File: src/verilog/flash_status_pkg.sv
package flash_status_pkg;
  // ****************************************
  // status bit positions
  // ****************************************
  localparam int unsigned DATA_POLLING_BIT        = 7;
  localparam int unsigned TOGGLE_STATUS_BIT       = 6;
  localparam int unsigned TIMEOUT_FAILURE_BIT     = 5;
  localparam int unsigned ERASE_START_BIT         = 3;
  localparam int unsigned ERASE_SECTOR_TOGGLE_BIT = 2;
  localparam int unsigned DATA_W                  = 8;
  localparam int unsigned ADDR_W                  = 22;

  // ****************************************
  // bus timing
  // ****************************************
  localparam int unsigned CLK_PERIOD_NS   = 10;
  localparam int unsigned READ_CYCLE_NS   = 90;
  localparam int unsigned READ_CYCLES     = (READ_CYCLE_NS + CLK_PERIOD_NS - 1) / CLK_PERIOD_NS;
  localparam int unsigned WRITE_PULSE_NS  = 50;
  localparam int unsigned WRITE_CYCLES    = (WRITE_PULSE_NS + CLK_PERIOD_NS - 1) / CLK_PERIOD_NS;
  localparam int unsigned CNT_W           = 8;

  // ****************************************
  // reset command
  // ****************************************
  localparam logic [DATA_W-1:0] RESET_CMD   = 8'hf0;
  localparam logic [ADDR_W-1:0] RESET_ADDR  = 22'h000000;

  // ****************************************
  // poll outcome codes
  // ****************************************
  typedef enum logic [1:0] {
    RES_NONE    = 2'h0,
    RES_OK      = 2'h1,
    RES_FAIL    = 2'h2
  } poll_result_t;
endpackage : flash_status_pkg

File: src/verilog/flash_bus_cycle.sv
`timescale 1ns/100ps
// ****************************************
// one timed read or write strobe cycle
// ****************************************
module flash_bus_cycle
  import flash_status_pkg::*;
(
  input  wire logic                   clk_i,
  input  wire logic                   reset_i,
  input  wire logic                   start_i,
  input  wire logic                   write_i,
  input  wire logic [ADDR_W-1:0]      addr_i,
  input  wire logic [DATA_W-1:0]      wdata_i,
  input  wire logic [DATA_W-1:0]      dq_in_i,
  output logic                        done_o,
  output logic      [DATA_W-1:0]      rdata_o,
  output logic                        ce_n_o,
  output logic                        oe_n_o,
  output logic                        we_n_o,
  output logic      [ADDR_W-1:0]      addr_o,
  output logic      [DATA_W-1:0]      dq_out_o,
  output logic                        dq_oe_n_o
);
  import flash_status_pkg::*;

  typedef struct packed {
    logic              busy;
    logic              wr;
    logic [CNT_W-1:0]  cnt;
    logic              done;
    logic [DATA_W-1:0] rdata;
    logic [ADDR_W-1:0] addr;
    logic [DATA_W-1:0] wdata;
    logic [DATA_W-1:0] s1;
    logic [DATA_W-1:0] s2;
    logic [DATA_W-1:0] s3;
  } cyc_state_t;

  cyc_state_t st_reg;
  cyc_state_t st_next;

  always_comb begin
    st_next      = st_reg;
    st_next.done = 1'b0;
    st_next.s1   = dq_in_i;
    st_next.s2   = st_reg.s1;
    st_next.s3   = st_reg.s2;
    if (!st_reg.busy) begin
      if (start_i) begin
        st_next.busy  = 1'b1;
        st_next.wr    = write_i;
        st_next.addr  = addr_i;
        st_next.wdata = wdata_i;
        st_next.cnt   = write_i ? CNT_W'(WRITE_CYCLES) : CNT_W'(READ_CYCLES + 2);
      end
    end else if (st_reg.cnt != '0) begin
      st_next.cnt = st_reg.cnt - CNT_W'(1);
    end else if (st_reg.wr || (st_reg.s2 == st_reg.s3)) begin
      // strobe release ends the cycle; data counted once synchronisers agree
      st_next.busy  = 1'b0;
      st_next.done  = 1'b1;
      st_next.rdata = st_reg.s3;
    end
  end

  always_ff @(posedge clk_i) begin
    if (reset_i) begin
      st_reg <= '0;
    end else begin
      st_reg <= st_next;
    end
  end

  assign done_o    = st_reg.done;
  assign rdata_o   = st_reg.rdata;
  assign ce_n_o    = ~st_reg.busy;
  assign oe_n_o    = ~(st_reg.busy & ~st_reg.wr);
  assign we_n_o    = ~(st_reg.busy & st_reg.wr);
  assign addr_o    = st_reg.addr;
  assign dq_out_o  = st_reg.wdata;
  assign dq_oe_n_o = ~(st_reg.busy & st_reg.wr);
endmodule : flash_bus_cycle

File: src/verilog/flash_status_poller.sv
`timescale 1ns/100ps
// Operation
// - host reads full byte twice and compares toggle bit between reads
// - still toggling: test timeout bit; if high, repeat toggle check
// - toggling after timeout high means failure; issue reset command
// - host uses polling bit first, then toggle bit for success
module flash_status_poller
  import flash_status_pkg::*;
(
  input  wire logic                   clk_i,
  input  wire logic                   reset_i,
  input  wire logic                   poll_start_i,
  input  wire logic                   poll_erase_i,
  input  wire logic [ADDR_W-1:0]      poll_addr_i,
  input  wire logic [DATA_W-1:0]      poll_expect_i,
  output logic                        poll_busy_o,
  output logic                        poll_done_o,
  output logic                        poll_ok_o,
  output logic                        poll_fail_o,
  output logic                        poll_sector_err_o,
  output logic                        poll_erase_started_o,
  output logic      [DATA_W-1:0]      poll_data_o,
  output logic                        ce_n_o,
  output logic                        oe_n_o,
  output logic                        we_n_o,
  output logic      [ADDR_W-1:0]      addr_o,
  input  wire logic [DATA_W-1:0]      dq_in_i,
  output logic      [DATA_W-1:0]      dq_out_o,
  output logic                        dq_oe_n_o
);
  import flash_status_pkg::*;

  // ****************************************
  // state
  // ****************************************
  typedef enum logic [2:0] {
    ST_IDLE    = 3'b000,
    ST_POLL    = 3'b001,
    ST_TOG_A   = 3'b011,
    ST_TOG_B   = 3'b010,
    ST_RECHK_A = 3'b110,
    ST_RECHK_B = 3'b111,
    ST_DATA    = 3'b101,
    ST_RESET   = 3'b100
  } poll_fsm_t;

  typedef struct packed {
    poll_fsm_t         fsm;
    logic              issued;
    logic              erase;
    logic [ADDR_W-1:0] addr;
    logic [DATA_W-1:0] expect_data;
    logic [DATA_W-1:0] first;
    logic              saw_timeout;
    logic              done;
    logic              ok;
    logic              fail;
    logic              sector_err;
    logic              erase_started;
    logic [DATA_W-1:0] data;
  } poll_state_t;

  poll_state_t st_reg;
  poll_state_t st_next;

  logic              cyc_start;
  logic              cyc_write;
  logic              cyc_done;
  logic [DATA_W-1:0] cyc_rdata;
  logic              toggled;
  logic              polled_done;

  // ****************************************
  // bus cycle engine
  // ****************************************
  flash_bus_cycle u_cycle (
    .clk_i     (clk_i),
    .reset_i   (reset_i),
    .start_i   (cyc_start),
    .write_i   (cyc_write),
    .addr_i    (st_reg.fsm == ST_RESET ? RESET_ADDR : st_reg.addr),
    .wdata_i   (RESET_CMD),
    .dq_in_i   (dq_in_i),
    .done_o    (cyc_done),
    .rdata_o   (cyc_rdata),
    .ce_n_o    (ce_n_o),
    .oe_n_o    (oe_n_o),
    .we_n_o    (we_n_o),
    .addr_o    (addr_o),
    .dq_out_o  (dq_out_o),
    .dq_oe_n_o (dq_oe_n_o)
  );

  // one completed strobe cycle per read, device advances toggles on each
  assign toggled     = cyc_rdata[TOGGLE_STATUS_BIT] != st_reg.first[TOGGLE_STATUS_BIT];
  // erase completes at 1, program at true bit 7
  assign polled_done = st_reg.erase ? cyc_rdata[DATA_POLLING_BIT]
                     : (cyc_rdata[DATA_POLLING_BIT] == st_reg.expect_data[DATA_POLLING_BIT]);
  assign cyc_start   = (st_reg.fsm != ST_IDLE) && !st_reg.issued;
  assign cyc_write   = st_reg.fsm == ST_RESET;

  // ****************************************
  // polling sequence
  // ****************************************
  always_comb begin
    st_next      = st_reg;
    st_next.done = 1'b0;
    if (cyc_start) begin
      st_next.issued = 1'b1;
    end
    if (cyc_done) begin
      st_next.issued = 1'b0;
    end
    unique case (st_reg.fsm)
      ST_IDLE: begin
        if (poll_start_i) begin
          st_next.fsm         = ST_POLL;
          st_next.erase       = poll_erase_i;
          st_next.addr        = poll_addr_i;
          st_next.expect_data = poll_expect_i;
          st_next.saw_timeout = 1'b0;
          st_next.ok          = 1'b0;
          st_next.fail        = 1'b0;
          st_next.sector_err  = 1'b0;
        end
      end
      ST_POLL: begin
        if (cyc_done) begin
          st_next.erase_started = cyc_rdata[ERASE_START_BIT];
          // polling bit first, timeout bit only after that
          if (polled_done) begin
            st_next.fsm = ST_TOG_A;
          end else if (cyc_rdata[TIMEOUT_FAILURE_BIT]) begin
            st_next.fsm = ST_TOG_A;
          end
        end
      end
      ST_TOG_A: begin
        if (cyc_done) begin
          st_next.first = cyc_rdata;
          st_next.fsm   = ST_TOG_B;
        end
      end
      ST_TOG_B: begin
        if (cyc_done) begin
          if (!toggled) begin
            st_next.fsm = ST_DATA;
          end else if (cyc_rdata[TIMEOUT_FAILURE_BIT]) begin
            st_next.saw_timeout = 1'b1;
            // sector toggle with timeout high flags the addressed sector
            st_next.sector_err  = cyc_rdata[ERASE_SECTOR_TOGGLE_BIT]
                                != st_reg.first[ERASE_SECTOR_TOGGLE_BIT];
            st_next.fsm         = ST_RECHK_A;
          end else begin
            // still running, keep checking; protected sectors stop on their own
            st_next.fsm = ST_TOG_A;
          end
        end
      end
      ST_RECHK_A: begin
        if (cyc_done) begin
          st_next.first = cyc_rdata;
          st_next.fsm   = ST_RECHK_B;
        end
      end
      ST_RECHK_B: begin
        if (cyc_done) begin
          st_next.fsm = toggled ? ST_RESET : ST_DATA;
        end
      end
      ST_DATA: begin
        if (cyc_done) begin
          // bit 2 here is plain array data
          st_next.data = cyc_rdata;
          st_next.ok   = 1'b1;
          st_next.done = 1'b1;
          st_next.fsm  = ST_IDLE;
        end
      end
      ST_RESET: begin
        if (cyc_done) begin
          st_next.fail = 1'b1;
          st_next.done = 1'b1;
          st_next.fsm  = ST_IDLE;
        end
      end
    endcase
  end

  always_ff @(posedge clk_i) begin
    if (reset_i) begin
      st_reg <= '0;
    end else begin
      st_reg <= st_next;
    end
  end

  assign poll_busy_o          = st_reg.fsm != ST_IDLE;
  assign poll_done_o          = st_reg.done;
  assign poll_ok_o            = st_reg.ok;
  assign poll_fail_o          = st_reg.fail;
  assign poll_sector_err_o    = st_reg.sector_err;
  assign poll_erase_started_o = st_reg.erase_started;
  assign poll_data_o          = st_reg.data;
endmodule : flash_status_poller

File: config.mk
export PLATFORM = sky130hd
export DESIGN_NAME = flash_status_poller
export DESIGN_NICKNAME = d
export VERILOG_FILES = /design/src/verilog/flash_status_pkg.sv /design/src/verilog/flash_bus_cycle.sv /design/src/verilog/flash_status_poller.sv
export SDC_FILE = /design/constraint.sdc
export NUM_CORES = 1
export LEC_CHECK = 0
export ABC_CLOCK_PERIOD_IN_PS = 2190
export BUFFER_PORTS_ARGS = -buffer_cell sky130_fd_sc_hd__buf_2
export CAP_MARGIN = 10
export CORE_MARGIN = 5
export CORE_UTILIZATION = 60
export CTS_BUF_LIST = sky130_fd_sc_hd__clkbuf_4 sky130_fd_sc_hd__clkbuf_8
export CTS_CLUSTER_SIZE = 12
export DETAILED_ROUTE_END_ITERATION = 8
export PLACE_DENSITY = 0.86
export SYNTH_ARGS = -nofsm -noshare
export SYNTH_HDL_FRONTEND = slang
export SYNTH_SLANG_ARGS = --single-unit
File: constraint.sdc
create_clock -name clk_i -period 2.19 [get_ports clk_i]
set_input_delay 0.219 -clock clk_i [delete_from_list [all_inputs] [get_ports clk_i]]
set_output_delay 0.219 -clock clk_i [all_outputs]
set_load 0.02 [all_outputs]
**Word level (Yosys, flattened, before mapping)**

Cells that the tools add are included.

- Register bits after elaboration: 121
- Output and inout port bits: 48
- Logic and storage cells: 113

- Add/sub/neg operators: 1
- Equality and inequality tests: 24
- Muxes and demuxes: 34
- Bitwise operators: 7
- Reductions and logical operators: 25

Operators by type and width:

| operator | count |
|---|---|
| two-way mux 3 bit | 12 |
| two-way mux 22 bit | 1 |
| case mux 3 bit (7 select lines) | 1 |
| two-way mux 8 bit | 2 |
| inequality test 2 x 1 -> 1 bit, second input constant | 8 |
| equality test 3 bit, second input constant | 4 |
| AND reduction 2 bit | 6 |
| two-way mux 1 bit | 10 |
| two-way mux 10 bit | 1 |
| two-way mux 9 bit | 1 |
| AND reduction 3 bit | 3 |
| equality test 8 bit | 1 |
| inequality test 2 bit, second input constant | 4 |
| case mux 1 bit (2 select lines) | 4 |
| AND reduction 8 bit | 1 |
| nonzero test 2 bit | 4 |
| nonzero test 8 bit | 1 |
| subtractor 8 x 1 -> 8 bit, second input constant | 1 |
| equality test 3 x 2 -> 1 bit, second input constant | 2 |
| OR reduction 2 bit | 3 |
| NOT 1 bit | 5 |
| AND reduction 5 bit | 1 |
| two-way mux 4 bit | 1 |
| equality test 3 x 1 -> 1 bit, second input constant | 1 |
| 11 further kinds | 13 |

**Logic depth before layout (Yosys ltp)**

Gate-level depths: netlist of the first run.

- Depth in word-level cells: 5
- Mapped depth: 7
- Gate-level depth less buffers: 6

**Cells and area by module**

A second synthesis of the first run with hierarchy kept.

- Cell total of the unflattened synthesis: 618
- Area total of the unflattened synthesis: 5180.0 µm²

Modules (own cells, without submodules):

| module | instances | cells each | area an instance (µm²) |
|---|---|---|---|
| flash_bus_cycle | 1 | 375 | 3248.1 |
| flash_status_poller | 1 | 243 | 1931.9 |

**Worst setup path before layout of the first run**

Ideal clock, no wire load.

- Kind: register to register
- Start: register st_reg[56] (netlist bit)
- End: register st_reg[56] (netlist bit)
- Setup time: 0.119 ns
- Arrival time: 1.327 ns
- Required time: 2.071 ns
- Setup slack: 0.745 ns
- Stages on the path, launching flop included: 6
- Buffers on the path: 0
- Clock period less this slack: 1.445 ns
- Cells stage by stage: dfxtp_1 > nor3_4 > inv_1 > a31oi_4 > nor3_1 > o221a_2

- Longest elaborated chain between the ends: 4
- Elaborated cells between the ends (all ways): 19

Ends and longest elaborated chain:

| item | RTL line | text |
|---|---|---|
| start, declared | flash_status_poller.sv:63 | `poll_state_t st_reg;` |
| start signal, assigned | flash_status_poller.sv:194 | `st_reg <= st_next;` |
| equality test 3 bit | flash_status_poller.sv:114 | `unique case (st_reg.fsm)` |
| OR reduction 2 bit (no line) | n/a |  |
| inequality test 2 x 1 -> 1 bit (no line) | n/a |  |
| AND reduction 8 bit (no line) | n/a |  |

Several ways; a longest one is shown, not always the timed one.
A chain may end at the register's enable or synchronous reset.

**Final worst setup path of the first run**

- Start: register st_reg[55] (netlist bit)
- End: register u_cycle.st_reg, in the netlist u_cycle.addr_o[19]

- Longest elaborated chain between the ends: 3
- Elaborated cells between the ends (all ways): 5

Ends and longest elaborated chain:

| item | RTL line | text |
|---|---|---|
| nonzero test 3 bit | flash_status_poller.sv:99 | `assign cyc_start = (st_reg.fsm != ST_IDLE) && !st_reg.issued;` |
| logical AND 1 bit | flash_status_poller.sv:99 |  |
| AND reduction 2 bit (no line) | n/a |  |
| end signal, assigned | flash_bus_cycle.sv:70 | `st_reg <= st_next;` |
| end, declared | flash_bus_cycle.sv:39 | `cyc_state_t st_reg;` |

Several ways; a longest one is shown, not always the timed one.

==> run summary, run 1 <==
RSZ-0062 raised after global routing - no
Final setup viols - 0
Total Die Area - 8930 sq um
Fraction of the yosys area taken by sequential cells - 50.9%
Layout Area Growth over Synthesis - 8.18%
Hold WC Path Type - primary input to flip-flop
Setup CP Type - flip-flop to flip-flop
Library cells used by synthesis - 46
Slowest CP cell - dfxtp_1
Clock Tree Buf Depth - 2
PostCTS Resize Cnt - 0
Root Driver - clkbuf_8
Die Span X - 94.5 um
Post-Synth Adder-Cell Area - 0.584%
Hold buffers post-CTS - 0
Total Wirelength - 8090 um
Tot GR Track Use - 19.0%
Post-CTS setup buffer count - 0
WP data arrival - 2180 ps
Static leakage - 1.96 nW
Core area - 6870 sq um
Fraction of registers with async set/reset - 0%
Final #Nets - 540
Area leader, netlist - dfxtp_1
I/O Buffers - 78
CP Cell Sequence - nor2_2 > or3_4 > nor2_4 > a22o_1
Avg Cell Area, Syn - 9.29 sq um
CP endpoint kind - flip-flop
Max FFs per register - 30
Share of cells above drive strength 1 - 22.2%
Cells after Synth - 461
Yosys top cell area share - 50.9%
Fmax - 535 MHz
Wire length per cell - 13.6 um
CTS tree - done
Post-synthesis mux area share - 0.935%
Global-route wire length before repair - 13600 um
Cts bufs inserted - 9
Pre-Repair DR Iteration Count - 4
# IOs - 90
Mapped cell area - 4280 sq um
GP Congestion - 0.757
Diode count - 0
Vias - 3166
CP Max Fanout - 22
Synth top cells by count - dfxtp_1 (109), nand2_1 (71), a21oi_1 (47), buf_4 (42), nor2b_1 (27)
Die Y - 94.5 um
Post-route ant nets - 0
Status - complete, no violations
Largest family of logic cells by synthesized area - simple AND/OR/NAND/NOR gates
Gr ovfl total - 0
H-tree depth - 3
Max-cap violations - 0
Period utilization - 85.4%
Vias in the first global route - 3051
1st-iter DRT viols - 166
Simple-gate share of the synthesized area - 19.4%
DP Wirelength - 5760 um
Fin. Hold Viols - 0
Initial antenna violation count - 0
Period minus WS final - 1870 ps
Hold slack - 51.0 ps
EDFF count, synth - 0
Yosys warning count - 0
Worst relative slew slack - 62.0%
Peak supply drop - 635 uV
Top post-synthesis cells by area - dfxtp_1 (51%), buf_4 (7.4%), nand2_1 (6.2%)
Clk slew on worst S/H paths - 100 ps
Number of vias per cell - 5.30
XOR/XNOR share of the synthesized area - 3.27%
Worst-Margin Slew - 568 ps
Compound-gate portion of the synthesized area - 14.1%
Row Count - 30
Crit start category - flip-flop
Pwr per Cell Area - 1020 nW/um^2
Setup TNS - 0 ps
Starting density of the core - 62.3%
Post-route DRC violation count - 0
Slowest stage delay, CP - 660 ps
Worst EP required - 2500 ps
Pin count of the biggest net entering global routing - 26
Ys flop type - dfxtp_1
CTS sink count - 109
Worst clock skew - 9.46 ps
Top-count cell post-synth - dfxtp_1
Fin. max-slew vios - 0
Clock Latency Late Sink - 370 ps
Yosys reg bits - 109
==> final cells by class <==
cell class                 instances  area [sq um]
fill                             554          2240
sequential                       109          2180
multi-input combinational        284          1650
timing repair buffer              85           443
clock buffer                      10           138
tap                               96           120
clock inverter                     6          70.1
inverter                           7          26.3
==> power by group <==
group | total, mW | internal, mW | switching [mW] | leakage [nW]
clock network | 1.23 | 0.570 | 0.659 | 0.107
registers | 2.37 | 2.17 | 0.200 | 0.888
logic | 1.13 | 0.428 | 0.702 | 0.964
==> per-stage QoR <==
step	setup WS, ps	power, mW	area, sq um	util [%]	cells
floorplan	745	3.34	4290	-	464
global placement	425	3.49	4430	64.4	581
detailed placement	364	3.53	4430	64.4	581
CTS	323	4.75	4630	67.4	597
global route	216	4.99	4630	67.4	597
finish	320	4.73	4630	67.4	597
==> metal layers <==
| layer | track usage (%) | wire, um | vias to the layer above |
|---|---|---|---|
| li1 | - | - | 1576 |
| met1 | 21.5 | 3290 | 1496 |
| met2 | 34.3 | 4160 | 80 |
| met3 | 6.69 | 524 | 14 |
| met4 | 4.57 | 114 | 0 |
| met5 | 0 | 0 | - |
==> worst paths after layout <==
path	endpoint	slack, ps	depth (start not counted)	startpoint
hold reg to reg	u_cycle.st_next[5]$_SDFF_PP0_	450	1	u_cycle.st_next[13]$_SDFF_PP0_
hold / removal	u_cycle.st_next[13]$_SDFF_PP0_	50	2	dq_in_i[5]
setup / recovery	u_cycle.addr_o[19]$_SDFFE_PP0P_	320	4	st_reg[55]$_SDFFE_PP0P_
setup reg to reg	u_cycle.addr_o[19]$_SDFFE_PP0P_	320	4	st_reg[55]$_SDFFE_PP0P_
==> worst max-delay path, delay by kind of cell, from the launching register on <==
| kind | cells | cell delay [ps] |
|---|---|---|
| simple gates | 3 | 930 |
| compound gates | 1 | 220 |
| flops | 1 | 660 |
==> logic make-up after synthesis <==
group	count (synthesis)
compound gates	92
xor+xnor	16
fa+ha+maj	2
buf+inv	71
flops	109
mux	4
other cells	1
simple gates	166
==> cells in the final DEF (no fill, tap or decap), drive strengths merged, types with 2 or more instances in the layout <==
cell and count:
a21oi 47, nor2b 27, dfxtp 109, xor2 8
inv 9, a22o 22, nor2 22, o21ai 10
nand4b 2, xnor2 8, nand2 71, or3 2
conb 4, clkbuf 10, nor4 2, mux2i 4
and2 2, nand3 15, a31oi 2, nand4 3
buf 85, ha 2, a211oi 2, clkinv 3
and3 5, nor3 12
Power figures use the tool's default switching activity.
==> inputs of run 2 (changes only) <==
--- a/config.mk
+++ b/config.mk
@@ -8,12 +8,14 @@
 export ABC_CLOCK_PERIOD_IN_PS = 2190
 export BUFFER_PORTS_ARGS = -buffer_cell sky130_fd_sc_hd__buf_2
 export CAP_MARGIN = 10
+export CELL_PAD_IN_SITES_DETAIL_PLACEMENT = 1
+export CELL_PAD_IN_SITES_GLOBAL_PLACEMENT = 2
 export CORE_MARGIN = 5
-export CORE_UTILIZATION = 60
+export CORE_UTILIZATION = 37
 export CTS_BUF_LIST = sky130_fd_sc_hd__clkbuf_4 sky130_fd_sc_hd__clkbuf_8
 export CTS_CLUSTER_SIZE = 12
 export DETAILED_ROUTE_END_ITERATION = 8
-export PLACE_DENSITY = 0.86
+export PLACE_DENSITY_LB_ADDON = 0.1
 export SYNTH_ARGS = -nofsm -noshare
 export SYNTH_HDL_FRONTEND = slang
 export SYNTH_SLANG_ARGS = --single-unit
==> run 2 against run 1 <==
Net effect:
- flip-flop and latch count unchanged
- fmax is 1.6% lower
- sequential power hardly changed
- via count fell by 2.3%
- clock-buffer cell count unchanged
- clock power is 11% higher
- setup slack worse by 30 ps
- sequential share of layout area fell by 0.96 points
- critical endpoint is now u_cycle.addr_o[9]$_SDFFE_PP0P_
- highest routed layer unchanged
==> run summary, run 2 (same netlist as run 1, synthesis figures left out) <==
DP Wirelength - 6470 um (+12%)
Worst-case reg-to-reg path depth - 4 (unchanged)
Register area - 2180 sq um (unchanged)
Period minus WS final - 1900 ps (+29.9 ps)
Top cell by count, worst path - nor3_4
Seq pwr share - 47.7% (-2.4 points)
Placed cell count - 628 (+8.1%)
CTS sink count - 109 (unchanged)
Switch share - 32.9% (-0.16 points)
Fill count - 1354 (+140%)
Multi-input logic area - 1660 sq um (+0.15%)
Clk pwr share - 28.0% (+2.0 points)
1st-iter DRT viols - 124 (-25%)
Worst clock skew - 13.4 ps (+3.98 ps)
Fin. Hold Viols - 0 (unchanged)
Pre-Repair DR Iteration Count - 4 (unchanged)
Hold WC Path Type - primary input to flip-flop
Max FFs per register - 30 (unchanged)
# IOs - 90 (unchanged)
Clk slew on worst S/H paths - 100 ps (about the same)
GR Layer Usage met2 - 22.5% (-12 points)
Reg-to-reg startpoint - st_reg[54]$_SDFFE_PP0P_
Fmax - 526 MHz (-1.6%)
Tot GR Track Use - 13.6% (-5.5 points)
GRT busiest layer - met2
Worst-Margin Slew - 1020 ps (+448 ps)
Final setup viols - 0 (unchanged)
Peak supply drop - 457 uV (-28%)
Worst EP required - 2510 ps (about the same)
Hold path depth - 2 (unchanged)
Comb pwr share - 24.3% (+0.4 points)
Setup TNS - 0 ps (unchanged)
Final Non-Filler Cells - 644 (+7.9%)
Period utilization - 86.7% (+1.4 points)
Root Driver - clkbuf_8
Post-route DRC violation count - 0 (unchanged)
Internal power - 3.29 mW (+4.0%)
Commonest non-fill, non-tap cell in the layout - dfxtp_1
Status - complete, no violations
Most frequent cells in the layout - dfxtp_1 (109), buf_2 (78), nand2_1 (71)
Die Span X - 118 um (+24%)
CP Capture Point - u_cycle.addr_o[9]$_SDFFE_PP0P_
Die Y - 118 um (+24%)
I/O Buffers - 78 (unchanged)
Met3 Usage GRT - 3.89% (-2.8 points)
PostCTS Resize Cnt - 0 (unchanged)
Final #Nets - 540 (unchanged)
RSZ-0062 raised after global routing - no
Setup CP Type - flip-flop to flip-flop
Total Die Area - 13800 sq um (+55%)
Starting density of the core - 37.7% (-25 points)
Crit path launch - st_reg[54]$_SDFFE_PP0P_
Crit start category - flip-flop
CP Cell Sequence - nor3_4 > nor3_4 > nor2_2 > a22o_1
Row Count - 39 (+30%)
Global-route wire length before repair - 15800 um (+16%)
Net switching power - 1.61 mW (+3.2%)
Clock Tree Buf Depth - 2 (unchanged)
GP Congestion - 0.726 (-4.1%)
Fin. max-slew vios - 0 (unchanged)
R2R Path End - u_cycle.addr_o[9]$_SDFFE_PP0P_
Layout Area Growth over Synthesis - 10.4%
H-tree depth - 3 (unchanged)
Number of vias per cell - 4.80 (-9.5%)
Max-cap violations - 0 (unchanged)
Vias - 3092 (-2.3%)
WP data arrival - 2220 ps (+40 ps)
Diode count - 0 (unchanged)
Slowest CP cell - nor2_2
Slowest stage delay, CP - 780 ps (+120 ps)
Share of cells above drive strength 1 - 22.4% (+0.20 points)
Worst relative slew slack - 32.2% (-30 points)
CP Max Fanout - 22 (unchanged)
Wire length per cell - 14.3 um (+5.7%)
Total Wirelength - 9230 um (+14%)
Pwr per Cell Area - 1040 nW/um^2 (+1.6%)
CTS tree - done
Hold buffers post-CTS - 0 (unchanged)
Post-CTS setup buffer count - 0 (unchanged)
Core area - 11400 sq um (+66%)
Pin count of the biggest net entering global routing - 84 (+220%)
R2r setup slk - 290 ps (-30 ps)
Met1 usage - 17.0% (-4.5 points)
Vias in the first global route - 3205 (+5.0%)
Post-route ant nets - 0 (unchanged)
Clock Latency Late Sink - 370 ps (about the same)
Cts bufs inserted - 9 (unchanged)
CP endpoint kind - flip-flop
Gr ovfl total - 0 (unchanged)
Initial antenna violation count - 0 (unchanged)
Static leakage - 1.97 nW (+0.72%)
==> run 2: stage by stage <==
step / instance area (sq um) / utilization [%] / setup slack [ps] / total power, mW / hold WS (ps)
2_1_floorplan: 4290 / - / 745 / 3.34 / 347
3_3_place_gp: 4500 / 39.6 / 297 / 3.57 / 418
3_5_place_dp: 4500 / 39.6 / 261 / 3.61 / 425
4_1_cts: 4730 / 41.6 / 234 / 5.00 / 26.1
5_1_grt: 4730 / 41.6 / 108 / 5.23 / 29.4
6_report: 4730 / 41.6 / 290 / 4.90 / 52.4
==> run 2: how the worst min path moves through the flow <==
stage	to	from
floorplan	u_cycle.st_next[10]$_SDFF_PP0_	dq_in_i[2]
global placement	u_cycle.st_next[3]$_SDFF_PP0_	u_cycle.st_next[11]$_SDFF_PP0_
detailed placement	u_cycle.st_next[6]$_SDFF_PP0_	u_cycle.st_next[14]$_SDFF_PP0_
CTS	u_cycle.st_next[13]$_SDFF_PP0_	dq_in_i[5]
global route	u_cycle.st_next[13]$_SDFF_PP0_	dq_in_i[5]
finish	u_cycle.st_next[13]$_SDFF_PP0_	dq_in_i[5]
==> run 2: critical path: cells and delay by family (launching register included) <==
kind / cells / cell delay, ps
simple gates: 3 / 1180
compound gates: 1 / 270
flops: 1 / 390
==> run 2: layer usage <==
| layer | part of all wire [%] | wire (um) |
|---|---|---|
| met5 | 0 | 0 |
| met4 | 1.3 | 117 |
| met3 | 4.4 | 402 |
| met2 | 48 | 4470 |
| met1 | 46 | 4240 |
==> run 2: layout make-up <==
type | count | share of cell area, %
flip-flops and latches | 109 | 46.1
clock inverters | 6 | 1.96
well taps | 143 | 3.78
clock buffers | 10 | 2.91
inverters | 7 | 0.556
multi-input cells | 284 | 35.0
repair buffers | 85 | 9.63
==> run 2: power by group through the flow <==
| stage | clock [mW] | sequential, mW | combinational [mW] |
|---|---|---|---|
| 3_3_place_gp | 0 | 2.38 | 1.19 |
| 5_1_grt | 1.51 | 2.37 | 1.35 |
| 3_5_place_dp | 0 | 2.39 | 1.22 |
| 6_report | 1.37 | 2.34 | 1.19 |
| 2_1_floorplan | 0 | 2.33 | 1.01 |
| 4_1_cts | 1.44 | 2.34 | 1.22 |
==> inputs of run 3 (changes only) <==
--- a/config.mk
+++ b/config.mk
@@ -7,7 +7,7 @@
 export LEC_CHECK = 0
 export ABC_CLOCK_PERIOD_IN_PS = 2190
 export BUFFER_PORTS_ARGS = -buffer_cell sky130_fd_sc_hd__buf_2
-export CAP_MARGIN = 10
+export CAP_MARGIN = 20
 export CELL_PAD_IN_SITES_DETAIL_PLACEMENT = 1
 export CELL_PAD_IN_SITES_GLOBAL_PLACEMENT = 2
 export CORE_MARGIN = 5
@@ -16,6 +16,7 @@
 export CTS_CLUSTER_SIZE = 12
 export DETAILED_ROUTE_END_ITERATION = 8
 export PLACE_DENSITY_LB_ADDON = 0.1
+export RECOVER_POWER = 50
 export SYNTH_ARGS = -nofsm -noshare
 export SYNTH_HDL_FRONTEND = slang
 export SYNTH_SLANG_ARGS = --single-unit
==> run 3 against run 2 <==
Net effect:
- hold slack hardly changed
- setup slack worse by 15 ps
- fmax is 0.81% lower
- final area is 1.4% lower
- non-clock buffer count stayed put
- power is 0.62% lower
- via count hardly changed
- global-route usage stayed put
- sequential share of layout area is 0.64 points higher
- critical endpoint unchanged
- largest power group unchanged
==> run summary, run 3 (same netlist as run 1, synthesis figures left out) <==
Status - complete, no violations
Diode count - 0 (unchanged)
R2r setup slk - 270 ps (-20 ps)
Worst relative slew slack - 30.9% (-1.3 points)
H-tree depth - 3 (unchanged)
CTS tree - done
Global-route wire length before repair - 15800 um (unchanged)
Static leakage - 1.79 nW (-9.2%)
Total Die Area - 13800 sq um (unchanged)
Hold buffers post-CTS - 0 (unchanged)
Clk slew on worst S/H paths - 100 ps (about the same)
Final #Nets - 540 (unchanged)
Post-route DRC violation count - 0 (unchanged)
Comb pwr share - 23.8% (-0.5 points)
CP Max Fanout - 22 (unchanged)
Number of vias per cell - 4.81 (about the same)
Clock Latency Late Sink - 370 ps (about the same)
Wire length per cell - 14.4 um (+0.31%)
Net switching power - 1.61 mW (-0.34%)
Fin. Hold Viols - 0 (unchanged)
Final setup viols - 0 (unchanged)
Clock Tree Buf Depth - 2 (unchanged)
Vias - 3095 (+0.097%)
Most frequent cells in the layout - dfxtp_1 (109), nand2_1 (71), a21oi_1 (47)
Post-route ant nets - 0 (unchanged)
Switch share - 33.0% (+0.091 points)
Die Span X - 118 um (unchanged)
Met3 wire length - 405 um (+0.75%)
HP Start - dq_in_i[5]
Starting density of the core - 37.7% (unchanged)
# IOs - 90 (unchanged)
DP Worst Slack - 261 ps (unchanged)
Gr ovfl total - 0 (unchanged)
GP Congestion - 0.726 (unchanged)
Setup CP Type - flip-flop to flip-flop
Worst clock skew - 13.0 ps (-0.430 ps)
Fin. max-slew vios - 0 (unchanged)
Initial antenna violation count - 0 (unchanged)
Share of cells above drive strength 1 - 13.2% (-9.2 points)
Layout Area Growth over Synthesis - 8.91%
R2R Path End - u_cycle.addr_o[9]$_SDFFE_PP0P_
WP data arrival - 2230 ps (about the same)
Wl on met1 - 4260 um (+0.45%)
Met2 routed WL - 4470 um (about the same)
Row Count - 39 (unchanged)
Pre-Repair DR Iteration Count - 4 (unchanged)
Clk pwr share - 28.2% (+0.2 points)
Pin count of the biggest net entering global routing - 84 (unchanged)
RSZ-0062 raised after global routing - no
Total Wirelength - 9260 um (+0.31%)
Final WS setup - 275 ps (-15.5 ps)
Worst EP required - 2510 ps (about the same)
Cts bufs inserted - 9 (unchanged)
Worst Hold End - u_cycle.st_next[13]$_SDFF_PP0_
Hold path depth - 2 (unchanged)
Worst-case reg-to-reg path depth - 4 (unchanged)
Hold WC Path Type - primary input to flip-flop
DP Wirelength - 6470 um (unchanged)
Die Y - 118 um (unchanged)
Fmax - 522 MHz (-0.81%)
Max layer used - met4
Post-CTS setup buffer count - 0 (unchanged)
Worst-Margin Slew - 1040 ps (+20.1 ps)
Root Driver - clkbuf_8
Period utilization - 87.4% (+0.71 points)
Seq pwr share - 48.0% (+0.3 points)
Commonest non-fill, non-tap cell in the layout - dfxtp_1
Max FFs per register - 30 (unchanged)
Setup TNS - 0 ps (unchanged)
Crit start category - flip-flop
I/O Buffers - 78 (unchanged)
Max-cap violations - 0 (unchanged)
CTS sink count - 109 (unchanged)
Internal power - 3.27 mW (-0.75%)
CP endpoint kind - flip-flop
Reg-to-reg startpoint - st_reg[54]$_SDFFE_PP0P_
PostCTS Resize Cnt - 0 (unchanged)
Vias in the first global route - 3205 (unchanged)
Peak supply drop - 432 uV (-5.5%)
1st-iter DRT viols - 123 (-0.81%)
Tot GR Track Use - 13.6% (unchanged)
Period minus WS final - 1920 ps (+15.5 ps)
Core area - 11400 sq um (unchanged)
Pwr per Cell Area - 1040 nW/um^2 (+0.77%)
## run 3: stage by stage
step           cells  total power [mW]  utilization (%)  cell area, sq um  hold WS, ps
2_1_floorplan    464              3.34                -              4290          347
6_report         644              4.87             41.0              4660         52.5
3_5_place_dp     628              3.61             39.6              4500          425
3_3_place_gp     628              3.57             39.6              4500          418
5_1_grt          644              5.20             41.0              4660         29.4
4_1_cts          644              5.00             41.6              4730         26.1
## run 3: how the worst max path moves through the flow
stage	from	slack, ps	depth (start not counted)	to
2_1_floorplan	st_reg[56]$_SDFFE_PP0P_	740	5	st_reg[56]$_SDFFE_PP0P_
3_3_place_gp	st_reg[54]$_SDFFE_PP0P_	300	4	u_cycle.addr_o[5]$_SDFFE_PP0P_
3_5_place_dp	st_reg[54]$_SDFFE_PP0P_	260	4	u_cycle.addr_o[9]$_SDFFE_PP0P_
4_1_cts	st_reg[54]$_SDFFE_PP0P_	230	4	u_cycle.addr_o[9]$_SDFFE_PP0P_
5_1_grt	st_reg[54]$_SDFFE_PP0P_	110	4	u_cycle.addr_o[1]$_SDFFE_PP0P_
6_report	st_reg[54]$_SDFFE_PP0P_	270	4	u_cycle.addr_o[9]$_SDFFE_PP0P_
## run 3: power by group through the flow
stage | clock [mW] | sequential, mW | combinational [mW]
global placement | 0 | 2.38 | 1.19
detailed placement | 0 | 2.39 | 1.22
CTS | 1.44 | 2.34 | 1.22
finish | 1.37 | 2.34 | 1.16
floorplan | 0 | 2.33 | 1.01
global route | 1.51 | 2.37 | 1.32
## run 3: area by class of cell
class | instances | area [sq um]
clock inverter | 6 | 92.6
timing repair buffer | 85 | 397
inverter | 7 | 26.3
fill | 1365 | 6710
multi-input combinational | 284 | 1650
clock buffer | 10 | 138
tap | 143 | 179
sequential | 109 | 2180
## run 3: metal layers
layer | global-route usage, % | vias to the layer above
li1 | - | 1575
met1 | 17.0 | 1452
met2 | 22.5 | 57
met3 | 3.89 | 11
met4 | 4.30 | 0
met5 | 0 | -
## run 3: critical path, stage by stage, from the launching register on
cell	delay, ps
dfxtp_1	390
nor3_4	290
nor3_4	110
nor2_2	790
a22o_1	270
